File: src/verilog/fvr_params.svh
// Register offsets, field positions, reset values, command codes, flash map
// Assumes a 32-bit classic Wishbone slave port with byte addresses
`ifndef FVR_PARAMS_SVH
`define FVR_PARAMS_SVH
`define FVR_OFS_STAT 4'h0
`define FVR_OFS_INDEX 4'h4
`define FVR_OFS_WORD 4'h8
`define FVR_OFS_MODE 4'hc
`define FVR_B_COMMAND_COMPLETE_FLAG 7
`define FVR_B_ACCESS_ERROR_FLAG 5
`define FVR_B_PROTECTION_VIOLATION_FLAG 4
`define FVR_B_VERR 1
`define FVR_B_UNC 0
`define FVR_RST_COMMAND_COMPLETE_FLAG 1'b1
`define FVR_RST_FLAG 1'b0
`define FVR_RST_INDEX 3'h0
`define FVR_RST_WORD 16'h0000
`define FVR_RST_LOCK 1'b0
`define FVR_CMD_VALL 8'h01
`define FVR_CMD_VBLK 8'h02
`define FVR_CMD_VSEC 8'h03
`define FVR_CMD_RONCE 8'h04
`define FVR_SEL_DF 2'h0
`define FVR_SEL_PF 2'h3
`define FVR_IX_VALL 3'h0
`define FVR_IX_VBLK 3'h0
`define FVR_IX_VSEC 3'h2
`define FVR_IX_RONCE 3'h1
`define FVR_IX_RO_W0 3'h2
`define FVR_PF_BASE 18'h30000
`define FVR_PF_LAST 18'h3ffff
`define FVR_PF_WORDS 18'h08000
`define FVR_DF_BASE 18'h00400
`define FVR_DF_WORDS 18'h00200
`define FVR_RO_BASE 18'h00000
`define FVR_RO_MAX 16'h0007
`define FVR_RO_WORDS 18'h00004
`define FVR_ERASED 16'hffff
`endif

File: src/verilog/fvr_pkg.sv
// Types shared by the command engine and its flash scanner
// Assumes one clock domain for the engine and the flash array port
package fvr_pkg;
  typedef struct packed {
    logic rd;
    logic info;
    logic [17:0] addr;
  } fvr_flash_req_t;
  typedef struct packed {
    logic ack;
    logic err;
    logic fatal;
    logic [15:0] data;
  } fvr_flash_rsp_t;
  typedef enum logic [3:0] {
    ST_IDLE = 4'b0001,
    ST_DF = 4'b0010,
    ST_PF = 4'b0100,
    ST_RO = 4'b1000
  } fvr_state_t;
endpackage : fvr_pkg

File: src/verilog/fvr_cmd_engine.sv
// Flash command engine: erase-verify all, block, section; read-once
// Assumes a classic Wishbone master and a same-clock flash array port
// How it works
// - Clearing complete flag launches; set when finished
// - Code 01 verifies all blocks, index 000
// - Not-erased location sets both verify flags
// - Read error sets verify; fatal sets uncorrectable
// - Block select 00 data, 11 program, else error
// - Block verify checks one block, index 000
// - Section uses words 000 to 010, index 010
// - Section start with low bits set errors
// - Section past program flash end errors
// - Section start outside program flash errors
// - Locked mode refuses section and read-once
// - Read-once index 001, phrase 0 to 7
// - Read-once phrase lands in words 010-101
// - Read-once area: eight phrases, information region
// - Program flash reads invalid during read-once
// - Undefined command code sets access error
`timescale 1ns/1ps
`include "fvr_params.svh"
module fvr_cmd_engine (
  input wire logic clk_i, // System clock
  input wire logic rst_i, // Synchronous reset
  input wire logic wb_cyc_i, // Bus cycle
  input wire logic wb_stb_i, // Bus strobe
  input wire logic wb_we_i, // Write enable
  input wire logic [3:0] wb_adr_i, // Byte address
  input wire logic [3:0] wb_sel_i, // Byte lanes
  input wire logic [31:0] wb_dat_i, // Write data
  output logic [31:0] wb_dat_o, // Read data
  output logic wb_ack_o, // Acknowledge
  output fvr_pkg::fvr_flash_req_t fl_req_o, // Flash array request
  input wire fvr_pkg::fvr_flash_rsp_t fl_rsp_i, // Flash array answer
  output logic pf_read_invalid_o, // Program flash reads invalid
  output logic command_complete_flag_o // Idle level
);
  fvr_pkg::fvr_state_t state;
  logic access_error_flag;
  logic protection_violation_flag;
  logic verify_error_flag;
  logic uncorrectable_error_flag;
  logic [2:0] command_word_index;
  logic [15:0] command_parameter_words [6];
  logic cmd_lock;
  logic scan_start;
  logic scan_info;
  logic [17:0] scan_base;
  logic [17:0] scan_words;
  logic [1:0] ro_ptr;
  logic [15:0] s_word;
  logic s_stb;
  logic s_done;
  logic s_err;
  logic s_fatal;
  logic s_blank;
  logic req;
  logic wr;
  logic launch;
  logic bad;
  logic finish;
  logic blank_hit;
  logic [7:0] cmd;
  logic [1:0] block_select_code;
  logic [17:0] sec_start;
  logic [19:0] sec_end;

  fvr_scan u_scan (
    .clk_i(clk_i),
    .rst_i(rst_i),
    .start_i(scan_start),
    .info_i(scan_info),
    .base_i(scan_base),
    .words_i(scan_words),
    .req_o(fl_req_o),
    .rsp_i(fl_rsp_i),
    .word_o(s_word),
    .word_stb_o(s_stb),
    .done_o(s_done),
    .err_o(s_err),
    .fatal_o(s_fatal),
    .blank_fail_o(s_blank)
  );

  // Bus request decode; write lands on the edge that raises ack
  assign req = wb_cyc_i & wb_stb_i & ~wb_ack_o;
  assign wr = req & wb_we_i;
  // Launch needs an idle engine and no pending access or protection error
  assign launch = wr & (wb_adr_i == `FVR_OFS_STAT) & wb_sel_i[0] & wb_dat_i[`FVR_B_COMMAND_COMPLETE_FLAG]
    & command_complete_flag_o & ~access_error_flag & ~protection_violation_flag;

  assign cmd = command_parameter_words[0][15:8];
  assign block_select_code = command_parameter_words[0][1:0];
  assign sec_start = {command_parameter_words[0][1:0], command_parameter_words[1]};
  assign sec_end = {2'h0, sec_start} + {1'b0, command_parameter_words[2], 3'h0};

  // Parameter checks taken at launch
  always_comb begin
    bad = 1'b0;
    case (cmd)
      `FVR_CMD_VALL: bad = (command_word_index != `FVR_IX_VALL);
      `FVR_CMD_VBLK: bad = (command_word_index != `FVR_IX_VBLK)
        || (block_select_code != `FVR_SEL_DF && block_select_code != `FVR_SEL_PF);
      `FVR_CMD_VSEC: bad = (command_word_index != `FVR_IX_VSEC) || cmd_lock
        || (sec_start[2:0] != 3'h0)
        || (sec_start < `FVR_PF_BASE)
        || (sec_end > {2'h0, `FVR_PF_LAST} + 20'h00001);
      `FVR_CMD_RONCE: bad = (command_word_index != `FVR_IX_RONCE) || cmd_lock
        || (command_parameter_words[1] > `FVR_RO_MAX);
      default: bad = 1'b1;
    endcase
  end

  // Last scan of a command
  assign finish = s_done & (state != fvr_pkg::ST_IDLE)
    & ~(state == fvr_pkg::ST_DF && cmd == `FVR_CMD_VALL);
  // Blank check does not apply to read-once
  assign blank_hit = s_blank & (state != fvr_pkg::ST_RO);

  // Bus handshake and read data
  always_ff @(posedge clk_i) begin
    if (rst_i) begin
      wb_ack_o <= 1'b0;
      wb_dat_o <= 32'h00000000;
    end else begin
      wb_ack_o <= req;
      wb_dat_o <= 32'h00000000;
      if (req && !wb_we_i) begin
        case (wb_adr_i)
          `FVR_OFS_STAT: begin
            wb_dat_o[`FVR_B_COMMAND_COMPLETE_FLAG] <= command_complete_flag_o;
            wb_dat_o[`FVR_B_ACCESS_ERROR_FLAG] <= access_error_flag;
            wb_dat_o[`FVR_B_PROTECTION_VIOLATION_FLAG] <= protection_violation_flag;
            wb_dat_o[`FVR_B_VERR] <= verify_error_flag;
            wb_dat_o[`FVR_B_UNC] <= uncorrectable_error_flag;
          end
          `FVR_OFS_INDEX: wb_dat_o[2:0] <= command_word_index;
          `FVR_OFS_WORD: begin
            if (command_word_index < 3'h6) begin
              wb_dat_o[15:0] <= command_parameter_words[command_word_index];
            end
          end
          `FVR_OFS_MODE: wb_dat_o[0] <= cmd_lock;
          default: wb_dat_o <= 32'h00000000;
        endcase
      end
    end
  end

  // Status flags; hardware set wins over a same-cycle software clear
  always_ff @(posedge clk_i) begin
    if (rst_i) begin
      command_complete_flag_o <= `FVR_RST_COMMAND_COMPLETE_FLAG;
      access_error_flag <= `FVR_RST_FLAG;
      protection_violation_flag <= `FVR_RST_FLAG;
      verify_error_flag <= `FVR_RST_FLAG;
      uncorrectable_error_flag <= `FVR_RST_FLAG;
    end else begin
      if (wr && wb_adr_i == `FVR_OFS_STAT && wb_sel_i[0]) begin
        if (wb_dat_i[`FVR_B_ACCESS_ERROR_FLAG]) begin
          access_error_flag <= 1'b0;
        end
        if (wb_dat_i[`FVR_B_PROTECTION_VIOLATION_FLAG]) begin
          protection_violation_flag <= 1'b0;
        end
      end
      if (launch && bad) begin
        access_error_flag <= 1'b1;
      end else if (launch) begin
        command_complete_flag_o <= 1'b0;
        verify_error_flag <= 1'b0;
        uncorrectable_error_flag <= 1'b0;
      end
      if (s_done && state != fvr_pkg::ST_IDLE) begin
        verify_error_flag <= verify_error_flag | s_err | blank_hit;
        uncorrectable_error_flag <= uncorrectable_error_flag | s_fatal | blank_hit;
      end
      if (finish) begin
        command_complete_flag_o <= 1'b1;
      end
    end
  end

  // Index, mode and command words; read-once results land here
  always_ff @(posedge clk_i) begin
    if (rst_i) begin
      command_word_index <= `FVR_RST_INDEX;
      cmd_lock <= `FVR_RST_LOCK;
      for (int i = 0; i < 6; i++) begin
        command_parameter_words[i] <= `FVR_RST_WORD;
      end
    end else begin
      if (wr && command_complete_flag_o) begin
        case (wb_adr_i)
          `FVR_OFS_INDEX: begin
            if (wb_sel_i[0]) begin
              command_word_index <= wb_dat_i[2:0];
            end
          end
          `FVR_OFS_WORD: begin
            if (command_word_index < 3'h6) begin
              if (wb_sel_i[0]) begin
                command_parameter_words[command_word_index][7:0] <= wb_dat_i[7:0];
              end
              if (wb_sel_i[1]) begin
                command_parameter_words[command_word_index][15:8] <= wb_dat_i[15:8];
              end
            end
          end
          `FVR_OFS_MODE: begin
            if (wb_sel_i[0]) begin
              cmd_lock <= wb_dat_i[0];
            end
          end
          default: cmd_lock <= cmd_lock;
        endcase
      end
      if (state == fvr_pkg::ST_RO && s_stb) begin
        command_parameter_words[`FVR_IX_RO_W0 + {1'b0, ro_ptr}] <= s_word;
      end
    end
  end

  // Command sequencing and scan set-up
  always_ff @(posedge clk_i) begin
    if (rst_i) begin
      state <= fvr_pkg::ST_IDLE;
      scan_start <= 1'b0;
      scan_info <= 1'b0;
      scan_base <= 18'h00000;
      scan_words <= 18'h00000;
      ro_ptr <= 2'h0;
      pf_read_invalid_o <= 1'b0;
    end else begin
      scan_start <= 1'b0;
      if (state == fvr_pkg::ST_RO && s_stb) begin
        ro_ptr <= ro_ptr + 2'h1;
      end
      unique case (state)
        fvr_pkg::ST_IDLE: begin
          if (launch && !bad) begin
            scan_start <= 1'b1;
            scan_info <= 1'b0;
            ro_ptr <= 2'h0;
            if (cmd == `FVR_CMD_VALL || (cmd == `FVR_CMD_VBLK && block_select_code == `FVR_SEL_DF)) begin
              scan_base <= `FVR_DF_BASE;
              scan_words <= `FVR_DF_WORDS;
              state <= fvr_pkg::ST_DF;
            end else if (cmd == `FVR_CMD_VBLK) begin
              scan_base <= `FVR_PF_BASE;
              scan_words <= `FVR_PF_WORDS;
              state <= fvr_pkg::ST_PF;
            end else if (cmd == `FVR_CMD_VSEC) begin
              scan_base <= sec_start;
              scan_words <= {command_parameter_words[2], 2'h0};
              state <= fvr_pkg::ST_PF;
            end else begin
              scan_info <= 1'b1;
              scan_base <= `FVR_RO_BASE + {12'h000, command_parameter_words[1][2:0], 3'h0};
              scan_words <= `FVR_RO_WORDS;
              pf_read_invalid_o <= 1'b1;
              state <= fvr_pkg::ST_RO;
            end
          end
        end
        fvr_pkg::ST_DF: begin
          if (s_done && cmd == `FVR_CMD_VALL) begin
            scan_start <= 1'b1;
            scan_base <= `FVR_PF_BASE;
            scan_words <= `FVR_PF_WORDS;
            state <= fvr_pkg::ST_PF;
          end else if (s_done) begin
            state <= fvr_pkg::ST_IDLE;
          end
        end
        fvr_pkg::ST_PF: begin
          if (s_done) begin
            state <= fvr_pkg::ST_IDLE;
          end
        end
        fvr_pkg::ST_RO: begin
          if (s_done) begin
            pf_read_invalid_o <= 1'b0;
            state <= fvr_pkg::ST_IDLE;
          end
        end
      endcase
    end
  end
endmodule : fvr_cmd_engine

File: src/verilog/fvr_scan.sv
// Flash word scanner: walks a word range, reports read and blank errors
// Assumes the array acks each held word read, for the address shown that cycle
`timescale 1ns/1ps
`include "fvr_params.svh"
module fvr_scan (
  input wire logic clk_i, // System clock
  input wire logic rst_i, // Synchronous reset
  input wire logic start_i, // Begin a scan
  input wire logic info_i, // Scan the information region
  input wire logic [17:0] base_i, // First byte address
  input wire logic [17:0] words_i, // Number of 16-bit words
  output fvr_pkg::fvr_flash_req_t req_o, // Array read request
  input wire fvr_pkg::fvr_flash_rsp_t rsp_i, // Array answer
  output logic [15:0] word_o, // Last word read
  output logic word_stb_o, // Word strobe
  output logic done_o, // Scan finished pulse
  output logic err_o, // Any read error
  output logic fatal_o, // Any uncorrectable read error
  output logic blank_fail_o // Some word not erased
);
  logic [17:0] left;

  always_ff @(posedge clk_i) begin
    if (rst_i) begin
      req_o <= '0;
      left <= 18'h00000;
      word_o <= 16'h0000;
      word_stb_o <= 1'b0;
      done_o <= 1'b0;
      err_o <= 1'b0;
      fatal_o <= 1'b0;
      blank_fail_o <= 1'b0;
    end else begin
      word_stb_o <= 1'b0;
      done_o <= 1'b0;
      if (start_i) begin
        req_o.addr <= base_i;
        req_o.info <= info_i;
        req_o.rd <= (words_i != 18'h00000);
        done_o <= (words_i == 18'h00000);
        left <= words_i;
        err_o <= 1'b0;
        fatal_o <= 1'b0;
        blank_fail_o <= 1'b0;
      end else if (req_o.rd && rsp_i.ack) begin
        word_o <= rsp_i.data;
        word_stb_o <= 1'b1;
        err_o <= err_o | rsp_i.err;
        fatal_o <= fatal_o | rsp_i.fatal;
        blank_fail_o <= blank_fail_o | (rsp_i.data != `FVR_ERASED);
        left <= left - 18'h00001;
        req_o.addr <= req_o.addr + 18'h00002;
        if (left == 18'h00001) begin
          req_o.rd <= 1'b0;
          done_o <= 1'b1;
        end
      end
    end
  end
endmodule : fvr_scan
File: config.mk
export PLATFORM = sky130hd
export DESIGN_NAME = fvr_cmd_engine
export DESIGN_NICKNAME = d
export VERILOG_FILES = /design/src/verilog/fvr_pkg.sv /design/src/verilog/fvr_cmd_engine.sv /design/src/verilog/fvr_scan.sv
export VERILOG_INCLUDE_DIRS = /design/src /design/src/verilog
export SDC_FILE = /design/constraint.sdc
export NUM_CORES = 1
export LEC_CHECK = 0
export BUFFER_PORTS_ARGS = -buffer_cell sky130_fd_sc_hd__buf_4
export CORE_MARGIN = 3
export CORE_UTILIZATION = 54
export DETAILED_ROUTE_END_ITERATION = 7
export GPL_ROUTABILITY_DRIVEN = 0
export HOLD_SLACK_MARGIN = 0.12
export PLACE_DENSITY = 0.82
export SLEW_MARGIN = 20
export SYNTH_ARGS = -nofsm -noshare
export SYNTH_HDL_FRONTEND = slang
export SYNTH_SLANG_ARGS = --single-unit
File: constraint.sdc
create_clock -name clk_i -period 3.4 [get_ports clk_i]
set_clock_uncertainty 0.1 [all_clocks]
set_input_delay 0.51 -clock clk_i [delete_from_list [all_inputs] [get_ports clk_i]]
set_output_delay 0.51 -clock clk_i [all_outputs]
set_load 0.005 [all_outputs]
==> out/qor.yml <==
die_w_um: 157.7
route.final.wire_length_mm: 33.29
num-fill-cells: 1622
final-hold-violation-count: 0
max-vdd-ir-drop_mv: 0.4644
postSynth.topFlopCell: "sky130_fd_sc_hd__dfxtp_1"
die_height_um: 157.7
crit_arrival_ps: 3840
post_layout_util_pct: 67.17
setup_viol: 32
drt_iter0_drc: 1096
holdWs_ps: 137.8
crit_path_cell_trace: "ha_2, fa_2, a21o_1, a221o_1, a2111oi_4, a211oi_1, nor3_2, nand4_1, a311o_2, or4_1, nand2_1"
area.sequential_sq_um: 6449
timing_worst_setup_path_type: "reg -> reg"
first_global_vias: 9638
power.density_cell_area_nw_per_um2: 459.4
setup_repair_after_global_routing_missed_its_margin: "yes"
post-layout-total-power_mw: 6.858
area_used_by_multi_input_combinational_logic_sq_um: 5787
synth_enable_flop_cells: 128
htreeDepth: 1
port_buffers: 84
yosysWarnings: 0
synth_seq_area_share_pct: 51.87
syn-mean-instance-area_sq_um: 10.55
post_synth_instance_area_sq_um: 12430
max-slew-margin-rel_pct: 22.72
num_cts_buffers: 26
max_stage_delay_ps: 420
clock_sink_count: 258
critical_path_rt_ps: 3770
io_pins: 119
cp-start-kind: "register"
dr_total_vias: 9903
hold_path.startpoint: "fl_rsp_i[5]"
syn2layout_area_growth_pct: 20.14
postSynthCellCount: 1178
floorplan.core_area_sq_um: 22230
clockBufferDepth: 3
place_hpwl_mm: 23.77
cts.clk_slew.worst_paths_ps: 60
worst_slack_setup_final_ps: -61.59
total_leakage_power_nw: 5.885
timing.reg2reg.worst_path_depth: 11
min_path_type: "in -> reg"
finalCriticalPeriod_ps: 3462
viasPerCell: 6.031
synthDistinctLibCells: 66
reg2reg_from: "command_parameter_words[1][3]$_DFFE_PP_"
largest_area_contributor_in_the_synthesized_netlist: "sky130_fd_sc_hd__edfxtp_1"
dr.pass1.iters: 5
global_route.overflow_total: 0
drt-wirelength-per-cell_um: 20.28
floorplan.rows: 54
antenna_found_initial: 0
pin_count_of_the_biggest_net_entering_global_routing: 79
drv.max_cap_violation_count: 0
fp.dieArea_sq_um: 24870
setup.worst_path.end_class: "register"
yosys_register_bits: 258
grt_use_total_pct: 26.43
r2r-end: "scan_words[9]$_SDFFE_PP0P_"
synth_largest_type_area_fraction_pct: 30.93
drcViolationCount: 0
ratio_of_cells_with_drive_above_1_in_the_final_layout_pct: 19.60
finalCritPeriodShare_pct: 101.8
yosys-top-cells-area: "sky130_fd_sc_hd__edfxtp_1 31%, sky130_fd_sc_hd__dfxtp_1 21%, sky130_fd_sc_hd__mux4_2 5.8%, sky130_fd_sc_hd__a22o_1 4.9%, sky130_fd_sc_hd__nor2_1 4.0%"
tritoncts_clock_tree: "built"
violations: "setup timing"
crit_path_max_fanout: 8
timing.hold.worst_path_depth: 3
maxClockFrequency_mhz: 288.9
wire_length_of_the_first_global_routing_pass_mm: 51.88
postSynth.asyncResetShare_pct: 0
cts-root-buf: "sky130_fd_sc_hd__clkbuf_16"
finish.net_count: 1431
ant_nets: 0
initial_core_utilization_pct: 55.91
run_status: "finished, violations left"
clk-insertion-delay-late_ps: 550
crit_path_top_delay_cell: "sky130_fd_sc_hd__a311o_2"
worstHoldEndpoint: "u_scan.word_o[5]$_SDFFE_PP0P_"
actual_slew_at_the_worst_max_slew_pin_ps: 1150
reg2reg_slack_ps: -60
antenna_cell_count: 0
final_max_slew_viol_count: 0
## per-layer routing
metal	share of wire [%]	vias up	global-route usage [%]
met5	0	-	0
met4	3.4	0	8.430
met3	7.9	77	3.909
met2	49	450	45.21
met1	40	4787	34.89
li1	-	4589	-
## synthesized netlist by cell type (12+ instances only)
master	instances
sky130_fd_sc_hd__and2_1	43
sky130_fd_sc_hd__a21oi_1	88
sky130_fd_sc_hd__nand3_1	21
sky130_fd_sc_hd__a22o_1	70
sky130_fd_sc_hd__buf_4	16
sky130_fd_sc_hd__dfxtp_1	130
sky130_fd_sc_hd__nor2_1	133
sky130_fd_sc_hd__xor2_1	15
sky130_fd_sc_hd__nor4_1	13
sky130_fd_sc_hd__buf_1	12
sky130_fd_sc_hd__and3_1	13
sky130_fd_sc_hd__nand2_1	109
sky130_fd_sc_hd__clkbuf_1	41
sky130_fd_sc_hd__o21ai_0	47
sky130_fd_sc_hd__mux2i_1	23
sky130_fd_sc_hd__xnor2_1	20
sky130_fd_sc_hd__nand4_1	13
sky130_fd_sc_hd__inv_1	26
sky130_fd_sc_hd__edfxtp_1	128
sky130_fd_sc_hd__mux4_2	32
sky130_fd_sc_hd__ha_1	24
sky130_fd_sc_hd__nor3_1	34
## worst max-delay path, delay by kind of cell (launching register included)
family / cells / cell delay (ps)
AO/OA/AOI/OAI: 5 / 1480
adder cells (fa/ha/maj): 2 / 560
flip-flops: 1 / 400
AND/OR/NAND/NOR: 4 / 850
## state kept, by name, indices dropped and copies added (netlist names), 2 cells and up, named ones only
name,flops
scan_base,18
command_word_index,3
wb_dat_o,16
u_scan.word_o,16
state,4
scan_words,16
u_scan.left,18
ro_ptr,2
u_scan.req_o,20
command_parameter_words,128
## through the flow
step / cell area [sq um] / setup TNS, ps / setup slack [ps] / std cells
final: 14930 / -1146 / -61.59 / 1642
after global routing: 14930 / -5332 / -194.3 / 1642
after CTS: 14880 / -1990 / -87.59 / 1641
after detailed placement: 13710 / -2270 / -103.0 / 1576
after global placement: 13710 / -2039 / -96.07 / 1576
after floorplan: 12610 / 0 / 22.87 / 1225
## what timing repair did
action	in CTS	in global routing
cloned	2	1
endpoints found under the setup margin	32	47
endpoints found under the hold margin	13	0
buffers inserted	2	0
gates resized for setup	10	7
hold buffers	13	0
pin swaps	15	22
## how the worst max path moves through the flow
stage,depth (start not counted),slack [ps],startpoint,end
final,11,-60,command_parameter_words[1][3]$_DFFE_PP_,scan_words[9]$_SDFFE_PP0P_
after global routing,11,-190,command_parameter_words[1][3]$_DFFE_PP_,scan_words[9]$_SDFFE_PP0P_
after detailed placement,11,-100,command_parameter_words[2][0]$_DFFE_PP_,scan_base[9]$_SDFFE_PP0P_
after floorplan,12,20,command_parameter_words[1][3]$_DFFE_PP_,scan_words[3]$_SDFFE_PP0P_
after CTS,11,-90,command_parameter_words[1][3]$_DFFE_PP_,scan_words[5]$_SDFFE_PP0P_
after global placement,11,-100,command_parameter_words[2][0]$_DFFE_PP_,scan_base[10]$_SDFFE_PP0P_
## logic make-up (layout without fill, tap and decap cells)
group | count (synthesis) | in the layout | share of synthesized area [%]
simple gates | 439 | 442 | 17.14
xor+xnor | 35 | 35 | 2.467
mux | 65 | 65 | 8.557
buf+inv | 103 | 237 | 3.775
flops | 258 | 258 | 51.87
fa+ha+maj | 25 | 25 | 2.577
other cells | 1 | 48 | 0.03017
compound gates | 252 | 252 | 13.58
## where the power goes
group	internal (mW)	total (mW)	switching (mW)
clock network	1.95	3.16	1.21
logic	0.148	0.357	0.208
registers	3.31	3.34	0.0297
## placed cells by master (no fill, tap or decap), drive strengths merged, types with 47 or more instances in the layout
master    n
buf     150
a21oi    89
a22o     70
edfxtp  128
dfxtp   130
o21ai    47
and2     47
nand2   109
conb     48
nor2    133
## final cells by class
cell class	count	area share, %
well taps	280	2.346
multi-input cells	867	38.76
repair buffers	163	8.497
clock buffers	35	5.062
clock inverters	13	1.492
inverters	26	0.6536
flip-flops and latches	258	43.19
(Power assumes the default switching activity.)
